`src/adc_ctrl_defines.vh`:
```
// Constants shared by the converter control block: control word layout,
// power mode codes, conversion timing and the Wishbone register map.
// Assumes it is included by bare name from files that need it.
`ifndef ADC_CTRL_DEFINES_VH
`define ADC_CTRL_DEFINES_VH

// ============================================================
// Control word field positions.
`define CW_WIDTH        12
`define CW_RESET        12'h000
`define CW_PM1          11
`define CW_PM0          10
`define CW_CODING       9
`define CW_REF          8
`define CW_ZERO         7
`define CW_ADDR_HI      6
`define CW_ADDR_LO      5
`define CW_MODE1        4
`define CW_MODE0        3
`define CW_SEQ1         2
`define CW_SEQ0         1
`define CW_RANGE        0

// ============================================================
// Power mode codes held in the two power bits.
`define PM_NORMAL       2'h0
`define PM_FULL_DOWN    2'h1
`define PM_AUTO_DOWN    2'h2
`define PM_AUTO_STBY    2'h3

// ============================================================
// Sequencer codes held in the two sequence bits.
`define SEQ_OFF         2'h0

// ============================================================
// One conversion lasts 13.5 master clock periods, i.e. 27 half periods.
`define CONV_HALF_PERIODS 5'h1B

// ============================================================
// Wishbone register byte offsets.
`define REG_CONTROL     4'h0
`define REG_RESULT      4'h4
`define REG_STATUS      4'h8

`endif

```
`src/adc_parallel_conversion_control.v`:
```
// Digital control of a four channel successive approximation converter:
// parallel host port, start strobe handling, conversion timing from the
// master clock pin, output coding, channel sequencer and power state.
// Assumes the parallel host pins and the master clock pin are asynchronous to clk_i and that clk_i runs at least
// four times faster than the master clock pin; the analog core presents
// its raw code on raw_result_i when the conversion time ends.
`timescale 1ns/1ps
`include "adc_ctrl_defines.vh"

// How it works
// A falling edge of the start strobe while idle and powered begins a fresh conversion.
// That same falling edge switches the track/hold from track to hold.
// A rising start strobe edge wakes the part from auto shutdown or standby.
// A write strobe with device select low loads the bus into the control word.
// A read strobe with device select low puts the result on the data bus.
// Read and write strobes are ignored while device select is high.
// The channel comes from the address field or from the sequencer.
// The mode field sets single ended, differential or pseudo differential.
// The range bit picks a span of one or two times the reference.
// The coding bit picks straight binary or two's complement results.
// Busy rises after the start edge and falls once the result is stored.
// A conversion lasts thirteen and a half master clock periods.
// The control word is twelve bits, write only on the pins, reset to zero.
// Byte mode returns the low byte, or top bits with channel on lines 5-6.
// The host never asserts read and write together under device select.
module adc_parallel_conversion_control #(
    parameter RES_WIDTH = 12
) (
    input  wire                 clk_i,
    input  wire                 rst_i,
    // Wishbone slave.
    input  wire                 wb_cyc_i,
    input  wire                 wb_stb_i,
    input  wire                 wb_we_i,
    input  wire [3:0]           wb_adr_i,
    input  wire [3:0]           wb_sel_i,
    input  wire [31:0]          wb_dat_i,
    output reg  [31:0]          wb_dat_o,
    output reg                  wb_ack_o,
    // Parallel host pins.
    input  wire                 conversion_start_n_i,
    input  wire                 cs_n_i,
    input  wire                 rd_n_i,
    input  wire                 wr_n_i,
    input  wire                 word_mode_i,
    input  wire                 high_byte_select_i,
    input  wire [11:0]          db_i,
    output reg  [11:0]          db_o,
    output reg                  db_oe_o,
    output reg                  busy_o,
    // Master clock pin, sampled as a level.
    input  wire                 master_clock_in_i,
    // Analog core.
    input  wire [RES_WIDTH-1:0] raw_result_i,
    output reg                  hold_o,
    output reg  [1:0]           channel_o,
    output reg  [1:0]           input_mode_o,
    output reg                  range_double_o,
    output reg                  ref_internal_o,
    output reg                  powered_o
);

    // ============================================================
    // Input synchronisers.
    reg  [1:0]  cvs_sync_reg;
    reg  [1:0]  cs_sync_reg;
    reg  [1:0]  rd_sync_reg;
    reg  [1:0]  wr_sync_reg;
    reg  [1:0]  wm_sync_reg;
    reg  [1:0]  hb_sync_reg;
    reg  [1:0]  mck_sync_reg;
    reg  [11:0] db_meta_reg;
    reg  [11:0] db_sync_reg;

    // Delayed copies for edge detection.
    reg         cvs_last_reg;
    reg         wr_last_reg;
    reg         mck_last_reg;

    // Control and conversion state.
    reg  [11:0] ctrl_reg;
    reg  [11:0] ctrl_next;
    reg  [11:0] result_reg;
    reg  [1:0]  result_ch_reg;
    reg  [1:0]  seq_ch_reg;
    reg  [4:0]  half_cnt_reg;

    localparam [1:0] ST_IDLE = 2'h0;
    localparam [1:0] ST_CONV = 2'h1;
    reg  [1:0]  fsm_reg;

    wire        cvs_fall;
    wire        cvs_rise;
    wire        sel_active;
    wire        wr_done;
    wire        rd_active;
    wire        mck_edge;
    wire [1:0]  pm_mode;
    wire [1:0]  seq_mode;
    wire [1:0]  addr_ch;
    wire [1:0]  start_ch;
    wire [11:0] coded;
    wire        wb_req;
    wire        wb_wr;

    // The first stage of every synchroniser feeds only the second stage.
    always @(posedge clk_i) begin
        if (rst_i) begin
            cvs_sync_reg <= 2'h3;
            cs_sync_reg  <= 2'h3;
            rd_sync_reg  <= 2'h3;
            wr_sync_reg  <= 2'h3;
            wm_sync_reg  <= 2'h0;
            hb_sync_reg  <= 2'h0;
            mck_sync_reg <= 2'h0;
            db_meta_reg  <= 12'h000;
            db_sync_reg  <= 12'h000;
            cvs_last_reg <= 1'b1;
            wr_last_reg  <= 1'b1;
            mck_last_reg <= 1'b0;
        end else begin
            cvs_sync_reg <= {cvs_sync_reg[0], conversion_start_n_i};
            cs_sync_reg  <= {cs_sync_reg[0], cs_n_i};
            rd_sync_reg  <= {rd_sync_reg[0], rd_n_i};
            wr_sync_reg  <= {wr_sync_reg[0], wr_n_i};
            wm_sync_reg  <= {wm_sync_reg[0], word_mode_i};
            hb_sync_reg  <= {hb_sync_reg[0], high_byte_select_i};
            mck_sync_reg <= {mck_sync_reg[0], master_clock_in_i};
            db_meta_reg  <= db_i;
            db_sync_reg  <= db_meta_reg;
            cvs_last_reg <= cvs_sync_reg[1];
            wr_last_reg  <= wr_sync_reg[1];
            mck_last_reg <= mck_sync_reg[1];
        end
    end

    // ============================================================
    // Decoded pin events and control fields.
    assign cvs_fall   = cvs_last_reg & ~cvs_sync_reg[1];
    assign cvs_rise   = ~cvs_last_reg & cvs_sync_reg[1];
    assign sel_active = ~cs_sync_reg[1];
    // Data is taken as the write strobe rises, when the host holds it steady.
    // A read strobe held at the same time blocks the write.
    assign wr_done    = sel_active & ~wr_last_reg & wr_sync_reg[1]
                        & rd_sync_reg[1];
    assign rd_active  = sel_active & ~rd_sync_reg[1];
    // Both master clock edges count, giving the half period in the count.
    assign mck_edge   = mck_last_reg ^ mck_sync_reg[1];
    assign pm_mode    = {ctrl_reg[`CW_PM1], ctrl_reg[`CW_PM0]};
    assign seq_mode   = {ctrl_reg[`CW_SEQ1], ctrl_reg[`CW_SEQ0]};
    assign addr_ch    = {ctrl_reg[`CW_ADDR_HI], ctrl_reg[`CW_ADDR_LO]};
    assign start_ch   = (seq_mode == `SEQ_OFF) ? addr_ch
                        : seq_ch_reg;
    assign wb_req     = wb_cyc_i & wb_stb_i & ~wb_ack_o;
    // A write lands at the edge where the master sees ack, not earlier.
    assign wb_wr      = wb_cyc_i & wb_stb_i & wb_ack_o & wb_we_i
                        & (wb_adr_i == `REG_CONTROL);

    // Coding bit set gives straight binary; clear flips the MSB for two's
    // complement. Narrower results are left justified as on the pins.
    assign coded = {(raw_result_i[RES_WIDTH-1] ~^ ctrl_reg[`CW_CODING]),
                    raw_result_i[RES_WIDTH-2:0],
                    {(12-RES_WIDTH){1'b0}}};

    // ============================================================
    // Control word next value: pin writes first, Wishbone writes last.
    always @* begin
        ctrl_next = ctrl_reg;
        if (wr_done) begin
            if (wm_sync_reg[1]) begin
                ctrl_next = db_sync_reg;
            end else if (hb_sync_reg[1]) begin
                ctrl_next[11:8] = db_sync_reg[3:0];
            end else begin
                ctrl_next[7:0] = db_sync_reg[7:0];
            end
        end
        if (wb_wr) begin
            if (wb_sel_i[0]) begin
                ctrl_next[7:0] = wb_dat_i[7:0];
            end
            if (wb_sel_i[1]) begin
                ctrl_next[11:8] = wb_dat_i[11:8];
            end
        end
    end

    // ============================================================
    // Control register, reset to all zeros.
    always @(posedge clk_i) begin
        if (rst_i) begin
            ctrl_reg <= `CW_RESET;
        end else begin
            ctrl_reg <= ctrl_next;
        end
    end

    // ============================================================
    // Conversion sequence and power state. A start edge while powered
    // down is dropped: in the auto modes the host must first wake the part with a rising edge.
    always @(posedge clk_i) begin
        if (rst_i) begin
            fsm_reg       <= ST_IDLE;
            half_cnt_reg  <= 5'h00;
            hold_o        <= 1'b0;
            busy_o        <= 1'b0;
            powered_o     <= 1'b1;
            channel_o     <= 2'h0;
            seq_ch_reg    <= 2'h0;
            result_reg    <= 12'h000;
            result_ch_reg <= 2'h0;
        end else begin
            if (ctrl_next != ctrl_reg) begin
                seq_ch_reg <= 2'h0;
            end
            case (fsm_reg)
                ST_IDLE: begin
                    if (pm_mode == `PM_FULL_DOWN) begin
                        powered_o <= 1'b0;
                    end else if (pm_mode == `PM_NORMAL) begin
                        powered_o <= 1'b1;
                    end else if (cvs_rise) begin
                        powered_o <= 1'b1;
                    end
                    if (cvs_fall && powered_o) begin
                        fsm_reg      <= ST_CONV;
                        hold_o       <= 1'b1;
                        busy_o       <= 1'b1;
                        half_cnt_reg <= 5'h00;
                        channel_o    <= start_ch;
                    end
                end
                ST_CONV: begin
                    if (mck_edge) begin
                        half_cnt_reg <= half_cnt_reg + 5'h01;
                    end
                    if (mck_edge &&
                        half_cnt_reg == `CONV_HALF_PERIODS - 5'h01) begin
                        // Result lands on the same edge that busy falls, so a read right
                        // after busy drops never sees the old code.
                        fsm_reg       <= ST_IDLE;
                        hold_o        <= 1'b0;
                        busy_o        <= 1'b0;
                        result_reg    <= coded;
                        result_ch_reg <= channel_o;
                        if (seq_mode != `SEQ_OFF) begin
                            seq_ch_reg <= (channel_o >= addr_ch) ? 2'h0
                                          : channel_o + 2'h1;
                        end
                        if (pm_mode == `PM_AUTO_DOWN ||
                            pm_mode == `PM_AUTO_STBY) begin
                            powered_o <= 1'b0;
                        end
                    end
                end
                default: begin
                    fsm_reg <= ST_IDLE;
                end
            endcase
        end
    end

    // ============================================================
    // Analog configuration straight from the control word.
    always @(posedge clk_i) begin
        if (rst_i) begin
            input_mode_o   <= 2'h0;
            range_double_o <= 1'b0;
            ref_internal_o <= 1'b0;
        end else begin
            input_mode_o   <= {ctrl_reg[`CW_MODE1],
                               ctrl_reg[`CW_MODE0]};
            range_double_o <= ctrl_reg[`CW_RANGE];
            ref_internal_o <= ctrl_reg[`CW_REF];
        end
    end

    // ============================================================
    // Parallel read port. Bus drive follows the strobes three clocks late,
    // the price of synchronising them.
    always @(posedge clk_i) begin
        if (rst_i) begin
            db_o    <= 12'h000;
            db_oe_o <= 1'b0;
        end else begin
            db_oe_o <= rd_active;
            if (wm_sync_reg[1]) begin
                db_o <= result_reg;
            end else if (hb_sync_reg[1]) begin
                db_o <= {5'h00, result_ch_reg, 1'b0,
                         result_reg[11:8]};
            end else begin
                db_o <= {4'h0, result_reg[7:0]};
            end
        end
    end

    // ============================================================
    // Wishbone slave: one wait state, ack for one cycle, unmapped reads zero.
    always @(posedge clk_i) begin
        if (rst_i) begin
            wb_ack_o <= 1'b0;
            wb_dat_o <= 32'h00000000;
        end else begin
            wb_ack_o <= wb_req;
            if (wb_req) begin
                case (wb_adr_i)
                    `REG_CONTROL: wb_dat_o <= {20'h00000, ctrl_reg};
                    `REG_RESULT:  wb_dat_o <= {18'h00000, result_ch_reg,
                                               result_reg};
                    `REG_STATUS:  wb_dat_o <= {28'h0000000, powered_o,
                                               hold_o, busy_o,
                                               fsm_reg[0]};
                    default:      wb_dat_o <= 32'h00000000;
                endcase
            end
        end
    end

endmodule // adc_parallel_conversion_control

```
`config.mk`:
```
export PLATFORM = sky130hd
export DESIGN_NAME = adc_parallel_conversion_control
export DESIGN_NICKNAME = d
export VERILOG_FILES = /design/src/adc_parallel_conversion_control.v
export VERILOG_INCLUDE_DIRS = /design/src
export SDC_FILE = /design/constraint.sdc
export NUM_CORES = 1
export LEC_CHECK = 0
export BUFFER_PORTS_ARGS = -buffer_cell sky130_fd_sc_hd__buf_2
export CORE_ASPECT_RATIO = 0.5
export CORE_UTILIZATION = 48
export CTS_BUF_LIST = sky130_fd_sc_hd__clkbuf_8
export CTS_CLUSTER_SIZE = 16
export DETAILED_ROUTE_END_ITERATION = 12
export PLACE_DENSITY = 0.78
export SYNTH_ARGS = -nofsm -noshare
export SYNTH_HDL_FRONTEND = slang
export SYNTH_SLANG_ARGS = --single-unit
```
`constraint.sdc`:
```
create_clock -name clk_i -period 1.9 [get_ports clk_i]
set_clock_uncertainty 0.2 [all_clocks]
set_input_delay 0 -clock clk_i [delete_from_list [all_inputs] [get_ports clk_i]]
set_output_delay 0 -clock clk_i [all_outputs]
set_load 0.05 [all_outputs]
```
== Word level (Yosys, flattened, before mapping) ==
Cells that the tools add are included.
Operators by class
  add/subtract/negate cells: 2
  magnitude comparators: 1
  eq/ne operators: 13
  mux-type cells: 31
  bitwise gates (word level): 19
  reduce and logical (&&, ||, !) cells: 15
Operators with widths (count)
  $mux W12: 4
  $pmux W14 S3: 1
  $mux W8: 3
  $mux W2: 8
  $ne A12 B12 Y1: 1
  $and A1 B1 Y1: 11
  $mux W5: 2
  $pmux W5 S2: 1
  $mux W4: 2
  $ne A2 B2 Y1 const B: 4
  $mux W1: 7
  $logic_not A2 Y1: 3
  $not A1 Y1: 6
  $reduce_and A2 Y1: 3
  $reduce_and A3 Y1: 2
  $add A5 B1 Y5 const B: 1
  $eq A5 B5 Y1 const B: 1
  $eq A2 B1 Y1 const B: 2
  $eq A2 B2 Y1 const B: 2
  $eq A4 B3 Y1 const B: 1
  $eq A4 B4 Y1 const B: 1
  $logic_not A4 Y1: 1
  $ne A4 B4 Y1 const B: 1
  $pmux W1 S2: 2
  other kinds (9): 11
Word-level totals
  register bits after elaboration: 130
  bits of input ports: 76
  output and inout bits: 55
  logic and storage cells: 109

== Logic depth before layout (Yosys ltp) ==
Gate-level depths: netlist (run 1).
  depth after elaboration: 12
  depth in mapped cells: 8
  depth with buffers taken out: 7

== Worst setup path before layout (run 1) ==
Ideal clock, no wire load.
  path type: register to register
  start point: reg, netlist name hold_o
  end point: reg result_ch_reg[1]
  setup time: 0.132 ns
  arrival: 1.782 ns
  data required time: 1.568 ns
  slack: -0.214 ns
  cell stages (with the launch flop): 8
  path buffers: 3
  clock period less this slack: 2.114 ns
  cell sequence: dfxtp_1 > clkbuf_1 > nand2_1 > or2_2 > clkbuf_1 > clkbuf_1 > nand2_1 > a21oi_1
RTL lines
  to (signal assigned): RTL line adc_parallel_conversion_control.v:245  | result_ch_reg <= channel_o;
  to (decl): RTL line adc_parallel_conversion_control.v:84  | reg [1:0] result_ch_reg;

== Worst setup path in the final report (run 1) ==
  start point: reg wb_ack_o
  end point: reg ctrl_reg[8]
Between the ends
  word-level cells in the longest chain between the ends: 4
Ends and longest elaborated chain
  from (decl): RTL line adc_parallel_conversion_control.v:39  | output reg wb_ack_o,
  from (signal assigned): RTL line adc_parallel_conversion_control.v:305  | wb_ack_o <= wb_req;
  $and A1 B1 Y1 (3 in a row): RTL line adc_parallel_conversion_control.v:156  | assign wb_wr = wb_cyc_i & wb_stb_i & wb_ack_o & wb_we_i
  $mux W12: RTL line adc_parallel_conversion_control.v:178  | if (wb_wr) begin
  to (signal assigned): RTL line adc_parallel_conversion_control.v:192  | ctrl_reg <= `CW_RESET;
  to (signal assigned): RTL line adc_parallel_conversion_control.v:194  | ctrl_reg <= ctrl_next;
  to (decl): RTL line adc_parallel_conversion_control.v:81  | reg [11:0] ctrl_reg;
Every way passes these cells.
A chain may end at the register's enable or synchronous reset.

==> qor.yml, run 1 <==
synth_area_leaders: "dfxtp_1, nand2_1, nor2b_1"
ctsHoldBuffers: 71
grt_pass1_wl_mm: 16.93
start_kind: "flip-flop"
yosys.area.top_type_share: 0.4867
place_area_mm2: 0.005100
nets: 746
finalSetupViolCount: 0
drcViolationCount: 0
fin_area_mm2: 0.006098
async_reset_ff_frac: 0
synth_cell_types: 50
clk_pin_slew_worst_paths_ns: 0.10
largest_reg_flops: 14
max_freq_mhz: 542.2
holdPathStages: 4
grt-ovfl-total: 0
fin_tns_setup_ns: 0
end_kind: "flip-flop"
synth_area_mm2: 0.004524
leakage_uw: 0.002554
core_area_mm2: 0.008919
cts.sinks: 110
max_cap_viol_count: 0
portBuffers: 90
yosys.area.top_type: "dfxtp_1"
clk_path_buf_depth: 2
first_pass_iters: 5
grt_max_degree: 52
diodes: 0
yosys_warnings: 0
die_w_um: 139.3
p_per_area_mw_per_mm2: 684.8
start_util: 0.5073
dp_hpwl_mm: 7.134
drive_above_1_share: 0.2474
worst-path-max-fanout: 5
avgSynthCellArea_um2: 9.085
wl_mm: 11.18
r2r_cells: 5
dieArea_mm2: 0.009842
seq_area_frac_synth: 0.4867
r2r_slack_ns: 0.06
cts_tree: "done"
ant_nets: 0
ctsRootBufferMaster: "clkbuf_8"
hold_class: "input port to flip-flop"
antenna_found_initial: 0
ioPinCount: 131
worstPathArrival_ns: 1.96
outcome: "finished with violations"
grt_pass1_vias: 3505
maxSlewViolCount: 0
grt_usage: 0.2212
violations: "hold timing"
rsz0062_at_grt: "false"
die_y_um: 70.65
finalCritPeriodShare: 0.9706
drtIter0Drc: 358
worstSetupPathType: "flip-flop to flip-flop"
yosys_most_used_dff: "dfxtp_1"
fin_crit_ns: 1.844
synth_edf_count: 0
hold_violations: 1
irDropWorstVdd_mv: 0.3411
path_cells: "and4_4 -> and3_4 -> nand2_1 -> dlygate4sd3_1 -> a21oi_1"
synth_commonest_cells: "dfxtp_1, nand2_1, nor2_1"
cts_max_level: 3
drt-wirelength-per-cell_um: 14.18
critPathSlowestCell: "dlygate4sd3_1"
critPathRequiredTime_ns: 2.01
cts_buffers: 9
clk_latency_ns: 0.37
holdWs_ns: -0.09139
yosysMostFrequentCell: "dfxtp_1"
synth-seq-cells: 110
area_growth_pct: 34.79
num_vias: 4013
viasPerCell: 5.093
top_register: "wb_dat_o"
rows: 24
fillers: 700
synth_cells: 498
place_congestion: 0.8559
slowest_delay_ns: 0.57
==> final cells by class <==
type                       count  area, um2  area share
multi-input combinational    348       2112      0.3463
clock inverter                 7      62.56     0.01026
sequential                   110       2211      0.3625
timing repair buffer         189       1413      0.2316
clock buffer                   9      123.9     0.02031
tap                          117      146.4     0.02400
inverter                       8      30.03    0.004924
==> logic make-up (layout without fill, tap and decap cells) <==
| kind of cell | Yosys count | in the layout | share of synthesized area |
|---|---|---|---|
| other | 1 | 18 | 0.0008289 |
| AND/OR/NAND/NOR | 199 | 199 | 0.2282 |
| buffers and inverters | 57 | 213 | 0.06858 |
| XOR/XNOR | 29 | 29 | 0.05614 |
| AO/OA/AOI/OAI | 89 | 89 | 0.1283 |
| adder cells (fa/ha/maj) | 4 | 4 | 0.01106 |
| multiplexers | 9 | 9 | 0.02019 |
| flip-flops | 110 | 110 | 0.4867 |
==> stage by stage <==
stage            util  instances  hold WS, ns  total power [uW]  worst slack, ns
2_1_floorplan       -        515     -0.09619              2689          0.02113
5_1_grt        0.6838        788     -0.09550              4344         0.003574
3_3_place_gp   0.5718        696     -0.01630              2770           0.1166
6_report       0.6838        788     -0.09139              4176          0.05582
4_1_cts        0.6724        783      -0.1383              4200          0.05419
3_5_place_dp   0.5718        696     -0.01425              2773          0.09227
==> placed cells by master, fill, tap and decap left out, types with 2 or more instances in the layout <==
cell | Yosys | final
nor3b_1 | 3 | 3
o211ai_1 | 4 | 4
dfxtp_1 | 110 | 103
clkbuf_8 | 0 | 9
a31oi_1 | 2 | 2
nand2b_1 | 3 | 3
a311oi_1 | 10 | 10
conb_1 | 1 | 18
nor3_1 | 5 | 5
nor4_1 | 3 | 3
o32ai_1 | 2 | 2
nand2_1 | 65 | 65
nor2_1 | 41 | 40
buf_12 | 0 | 3
nand4b_1 | 4 | 4
a21oi_1 | 38 | 37
a22oi_1 | 14 | 14
xor2_1 | 22 | 22
inv_1 | 8 | 8
nor2b_1 | 38 | 38
xnor2_1 | 7 | 7
ha_1 | 4 | 4
nand3_1 | 11 | 11
inv_6 | 0 | 4
o21ai_0 | 7 | 7
or2_2 | 11 | 11
buf_4 | 19 | 24
dfxtp_2 | 0 | 7
mux2i_1 | 8 | 7
dlygate4sd3_1 | 0 | 71
and2_1 | 4 | 4
nand3b_1 | 2 | 2
buf_2 | 2 | 90
==> metal layers <==
metal | vias up | track usage | routed length [um]
met5 | - | 0 | 0
met4 | 0 | 0.09259 | 336
met3 | 32 | 0.06026 | 826
met2 | 184 | 0.3562 | 5076
met1 | 1815 | 0.2834 | 4937
li1 | 1982 | - | -
==> critical path: cells and delay by family, from the launching register on <==
| family | cells | cell delay (ns) |
|---|---|---|
| compound gates | 1 | 0.13 |
| buf+inv | 1 | 0.57 |
| flops | 1 | 0.34 |
| simple gates | 3 | 0.54 |
==> timing repair <==
item | CTS | global route
setup buffers | 0 | 5
endpoints found under the setup margin | 0 | 6
resized for setup | 0 | 14
hold endpoints to repair | 91 | 1
==> report_power, final <==
group | total (uW) | switching [uW] | internal (uW)
clock | 1340 | 830 | 507
sequential | 2380 | 26.3 | 2350
combinational | 464 | 254 | 210
total | 4180 | 1110 | 3070
==> worst paths after layout <==
| path | from | to |
|---|---|---|
| min | wb_adr_i[0] | ctrl_reg[11]$_SDFF_PP0_ |
| min reg2reg | wr_sync_reg[0]$_SDFF_PP1_ | wr_sync_reg[1]$_SDFF_PP1_ |
| max | wb_ack_o$_SDFF_PP0_ | ctrl_reg[8]$_SDFF_PP0_ |
| max reg2reg | wb_ack_o$_SDFF_PP0_ | ctrl_reg[8]$_SDFF_PP0_ |
Note: power is estimated with default switching activity, not from simulation.
==> run 2: changes to the inputs <==
--- a/config.mk
+++ b/config.mk
@@ -12,6 +12,7 @@
 export CTS_BUF_LIST = sky130_fd_sc_hd__clkbuf_8
 export CTS_CLUSTER_SIZE = 16
 export DETAILED_ROUTE_END_ITERATION = 12
+export HOLD_SLACK_MARGIN = 0.12
 export PLACE_DENSITY = 0.78
 export SYNTH_ARGS = -nofsm -noshare
 export SYNTH_HDL_FRONTEND = slang
==> qor.yml, run 2 (synthesized netlist as in run 1, its figures left out) <==
grt_pass1_wl_mm: 16.97  # was 16.93 mm
dp_hpwl_mm: 7.134  # unchanged
core_area_mm2: 0.008919  # unchanged
ctsHoldBuffers: 75  # was 71
grt_pass1_vias: 3500  # was 3505
maxSlewViolCount: 0  # unchanged
most-common-layout-cells: "dfxtp_1, buf_2, dlygate4sd3_1"  # unchanged
violations: "hold timing"  # unchanged
grt-ovfl-total: 0  # unchanged
largest_reg_flops: 14  # unchanged
start_util: 0.5073  # unchanged
drt-wirelength-per-cell_um: 13.99  # was 14.18 um
cts_buffers: 9  # unchanged
grt_max_degree: 52  # unchanged
cts_max_level: 3  # unchanged
nets: 749  # was 746
area_growth_pct: 35.51  # was 34.79%
met2_length_mm: 5.061  # was 5.076 mm
clk_latency_ns: 0.38  # was 0.37 ns
worstPathArrival_ns: 1.96  # about the same
ioPinCount: 131  # unchanged
drcViolationCount: 0  # unchanged
grt_usage: 0.2216  # was 0.2212
drtIter0Drc: 251  # was 358
dieArea_mm2: 0.009842  # unchanged
top_register: "wb_dat_o"  # unchanged
worst-path-max-fanout: 5  # unchanged
finalSetupViolCount: 0  # unchanged
rows: 24  # unchanged
die_y_um: 70.65  # unchanged
clk_path_buf_depth: 2  # unchanged
top_layer_used: "met4"  # unchanged
diodes: 0  # unchanged
wl_mm: 11.07  # was 11.18 mm
antenna_found_initial: 0  # unchanged
viasPerCell: 5.068  # was 5.093
finalCritPeriodShare: 0.9733  # was 0.9706
cts.sinks: 110  # unchanged
outcome: "finished with violations"  # unchanged
holdWs_ns: -0.1195  # was -0.09139 ns
cts_tree: "done"  # unchanged
ant_nets: 0  # unchanged
ctsRootBufferMaster: "clkbuf_8"  # unchanged
die_w_um: 139.3  # unchanged
leakage_uw: 0.002563  # was 0.002554 uW
final_common_cell: "dfxtp_1"  # unchanged
max_freq_mhz: 540.8  # was 542.2 MHz
place_congestion: 0.8559  # unchanged
critPathRequiredTime_ns: 2.02  # was 2.01 ns
hold_violations: 1  # unchanged
irDropWorstVdd_mv: 0.3411  # about the same
start_kind: "flip-flop"  # unchanged
drive_above_1_share: 0.2463  # was 0.2474
first_pass_iters: 5  # unchanged
num_vias: 4009  # was 4013
fin_crit_ns: 1.849  # was 1.844 ns
max_cap_viol_count: 0  # unchanged
wl_met3_um: 718  # was 826 um
end_kind: "flip-flop"  # unchanged
portBuffers: 90  # unchanged
p_per_area_mw_per_mm2: 683.2  # was 684.8 mW/mm2
worstSetupPathType: "flip-flop to flip-flop"  # unchanged
fin_tns_setup_ns: 0  # unchanged
wl_met1_mm: 5.041  # was 4.937 mm
hold_class: "input port to flip-flop"  # unchanged
clk_pin_slew_worst_paths_ns: 0.10  # about the same
run 2: cell types whose count changed in the layout (fill, tap and decap cells not counted), sizes merged:
| cell | before | now |
|---|---|---|
| dlygate4sd3 | 71 | 74 |
run 2: power breakdown:
| group | internal [uW] | leakage (uW) | switching, uW |
|---|---|---|---|
| combinational | 214 | 0.00157 | 253 |
| clock | 507 | 0.0000931 | 838 |
| sequential | 2350 | 0.000898 | 27.3 |
run 2: layout make-up:
class	instances	area (um2)
well taps	117	146.4
repair buffers	192	1443
inverters	8	30.03
multi-input cells	348	2116
clock buffers	9	123.9
fillers	689	2788
flip-flops and latches	110	2210
clock inverters	7	62.56
run 2: final timing paths:
kind / end / startpoint / depth (start not counted) / slack (ns)
setup / recovery: ctrl_reg[8]$_SDFF_PP0_ / wb_ack_o$_SDFF_PP0_ / 5 / 0.05
hold reg to reg: wr_sync_reg[1]$_SDFF_PP1_ / wr_sync_reg[0]$_SDFF_PP1_ / 1 / 0.21
setup reg to reg: ctrl_reg[8]$_SDFF_PP0_ / wb_ack_o$_SDFF_PP0_ / 5 / 0.05
hold / removal: ctrl_reg[11]$_SDFF_PP0_ / wb_adr_i[0] / 4 / -0.12
run 2: per-stage QoR:
step	cell area (um2)	instances	util	worst slack (ns)	total power (uW)
after global routing	6131	791	0.6874	-0.02475	4355
after global placement	5100	696	0.5718	0.1166	2770
after CTS	6037	787	0.6769	0.01445	4206
after detailed placement	5100	696	0.5718	0.09227	2773
final	6131	791	0.6874	0.05082	4189
after floorplan	4593	515	-	0.02113	2689
run 2: worst max-delay path, stage by stage, from the launching register on:
cell and delay (ns):
dfxtp_2 0.35, and4_4 0.24, and3_4 0.23, nand2_1 0.07, dlygate4sd3_1 0.57, a21oi_1 0.13
run 2: per-layer routing:
| layer | vias up | track usage |
|---|---|---|
| met1 | 1832 | 0.2909 |
| met2 | 164 | 0.3551 |
| met4 | 0 | 0.09753 |
| met5 | - | 0 |
| met3 | 27 | 0.04875 |
| li1 | 1986 | - |
run 2: repair_timing:
action	in CTS	in global routing
endpoints found under the hold margin	110	18
endpoints found under the setup margin	0	7
resized for setup	0	14
buffers inserted	0	5
==> run 3: changes to the inputs <==
--- a/config.mk
+++ b/config.mk
@@ -8,12 +8,12 @@
 export LEC_CHECK = 0
 export BUFFER_PORTS_ARGS = -buffer_cell sky130_fd_sc_hd__buf_2
 export CORE_ASPECT_RATIO = 0.5
-export CORE_UTILIZATION = 48
+export CORE_UTILIZATION = 54
 export CTS_BUF_LIST = sky130_fd_sc_hd__clkbuf_8
 export CTS_CLUSTER_SIZE = 16
 export DETAILED_ROUTE_END_ITERATION = 12
-export HOLD_SLACK_MARGIN = 0.12
-export PLACE_DENSITY = 0.78
+export HOLD_SLACK_MARGIN = 0.02
+export PLACE_DENSITY = 0.83
 export SYNTH_ARGS = -nofsm -noshare
 export SYNTH_HDL_FRONTEND = slang
 export SYNTH_SLANG_ARGS = --single-unit
==> constraint.sdc (replaced) <==
create_clock -name clk_i -period 1.8 [get_ports clk_i]
set_clock_uncertainty 0.2 [all_clocks]
set_input_delay 0 -clock clk_i [delete_from_list [all_inputs] [get_ports clk_i]]
set_output_delay 0 -clock clk_i [all_outputs]
set_load 0.05 [all_outputs]
==> qor.yml, run 3 (synthesized netlist as in run 1, its figures left out) <==
area_growth_pct: 32.91  # was 35.51%
place_area_mm2: 0.005152  # was 0.005100 mm2
drt-wirelength-per-cell_um: 15.32  # was 13.99 um
relSlewSlack: 0.6472
drtIter0Drc: 434  # was 251
clk_pin_slew_worst_paths_ns: 0.10  # about the same
grt_pass1_vias: 3721  # was 3500
diodes: 0  # unchanged
clk_path_buf_depth: 2  # unchanged
rsz0062_at_grt: "true"
ctsHoldBuffers: 49  # was 75
leakage_uw: 0.002528  # was 0.002563 uW
critPathRequiredTime_ns: 1.89  # was 2.02 ns
portBuffers: 90  # unchanged
grt_pass1_wl_mm: 17.67  # was 16.97 mm
maxSlewViolCount: 0  # unchanged
start_kind: "flip-flop"  # unchanged
tightest_slew_ns: 0.5252
fin_area_mm2: 0.006013  # was 0.006131 mm2
multi_input_area_mm2: 0.002182  # was 0.002116 mm2
grt_usage: 0.2633  # was 0.2216
fillers: 538  # was 689
final-seq-area_mm2: 0.002221  # was 0.002210 mm2
outcome: "finished with violations"  # unchanged
start_util: 0.5615  # was 0.5073
top_register: "wb_dat_o"  # unchanged
irDropWorstVdd_mv: 0.4620  # was 0.3411 mV
dp_hpwl_mm: 7.454  # was 7.134 mm
ctsRootBufferMaster: "clkbuf_8"  # unchanged
cts_tree: "done"  # unchanged
cts_max_level: 3  # unchanged
nets: 737  # was 749
place_congestion: 0.9325  # was 0.8559
finalCritPeriodShare: 1.008  # was 0.9733
max_cap_viol_count: 0  # unchanged
largest_reg_flops: 14  # unchanged
final_util: 0.7463  # was 0.6874
first_pass_iters: 9  # was 5
antenna_found_initial: 0  # unchanged
ant_nets: 0  # unchanged
clk_latency_ns: 0.39  # was 0.38 ns
worstSetupPathType: "flip-flop to flip-flop"  # unchanged
finalSetupViolCount: 1  # was 0
hold_class: "input port to flip-flop"  # unchanged
die_y_um: 66.73  # was 70.65 um
dieArea_mm2: 0.008771  # was 0.009842 mm2
ioPinCount: 131  # unchanged
cts.sinks: 110  # unchanged
end_kind: "flip-flop"  # unchanged
violations: "DRC, hold timing, setup timing"  # was hold timing
max_freq_mhz: 551.0  # was 540.8 MHz
holdWs_ns: -0.1666  # was -0.1195 ns
most-common-layout-cells: "dfxtp_1, buf_2, nand2_1"  # was dfxtp_1, buf_2, dlygate4sd3_1
worst-path-max-fanout: 5  # unchanged
fin_crit_ns: 1.815  # was 1.849 ns
hold_violations: 10  # was 1
p_per_area_mw_per_mm2: 727.1  # was 683.2 mW/mm2
core_area_mm2: 0.008058  # was 0.008919 mm2
worstPathArrival_ns: 1.91  # was 1.96 ns
cts_buffers: 9  # unchanged
drcViolationCount: 2  # was 0
wl_mm: 11.85  # was 11.07 mm
drive_above_1_share: 0.2874  # was 0.2463
final_common_cell: "dfxtp_1"  # unchanged
setup_slack_ns: -0.01491  # was 0.05082 ns
rows: 23  # was 24
die_w_um: 131.5  # was 139.3 um
grt_max_degree: 47  # was 52
num_vias: 4135  # was 4009
grt-ovfl-total: 0  # unchanged
viasPerCell: 5.349  # was 5.068
## run 3: cell types whose count changed in the layout (fill, tap and decap cells not counted), sizes merged
cell         before  now
buf             118  132
inv              13   10
dlygate4sd3      74   48
clkbuf            9   11
## run 3: critical path, stage by stage (launching register included)
cell,delay [ns]
dfxtp_1,0.47
xor2_1,0.12
nor4_1,0.31
a21oi_1,0.12
a21o_1,0.22
o32ai_1,0.28
## run 3: through the flow
stage | power, uW | std cells | setup TNS, ns | setup slack [ns]
floorplan | 2838 | 515 | 0 | 0.005369
global placement | 2922 | 698 | 0 | 0.06090
detailed placement | 2931 | 698 | -0.1218 | -0.08050
CTS | 4343 | 762 | -0.001495 | -0.001495
global route | 4486 | 773 | -0.3469 | -0.05668
finish | 4372 | 773 | -0.01491 | -0.01491
## run 3: cell type report
| type | count | share of cell area |
|---|---|---|
| Inverter | 8 | 0.004994 |
| Timing Repair Buffer | 180 | 0.2106 |
| Multi-Input combinational cell | 348 | 0.3629 |
| Sequential cell | 110 | 0.3693 |
| Tap cell | 112 | 0.02330 |
| Clock inverter | 4 | 0.003745 |
| Clock buffer | 11 | 0.02518 |
## run 3: repair_timing
action	in CTS	in global routing
gates resized for setup	10	22
pin swaps	3	6
setup endpoints to repair	2	8
gates cloned	0	0
setup buffers	0	12
endpoints found under the hold margin	57	7
## run 3: power breakdown
group | internal (uW) | total, uW | switching, uW | leakage (uW)
registers | 2480 | 2510 | 33.8 | 0.000900
logic | 210 | 480 | 270 | 0.00153
clock network | 566 | 1380 | 814 | 0.0000929
total | 3250 | 4370 | 1120 | 0.00253
## run 3: path summary, 6_finish.rpt
| check | from | endpoint | slack [ns] | depth (start not counted) |
|---|---|---|---|---|
| setup / recovery | ctrl_reg[1]$_SDFF_PP0_ | seq_ch_reg[0]$_SDFF_PP0_ | -0.01 | 5 |
| hold / removal | wb_adr_i[2] | ctrl_reg[11]$_SDFF_PP0_ | -0.17 | 4 |
| setup reg to reg | ctrl_reg[1]$_SDFF_PP0_ | seq_ch_reg[0]$_SDFF_PP0_ | -0.01 | 5 |
| hold reg to reg | rd_sync_reg[1]$_SDFF_PP1_ | db_oe_o$_SDFF_PP0_ | 0.21 | 1 |
## run 3: per-layer routing
metal | track usage | part of all wire
met5 | 0 | 0
met3 | 0.07230 | 0.087
met2 | 0.4478 | 0.47
met1 | 0.3216 | 0.42
met4 | 0.1047 | 0.029
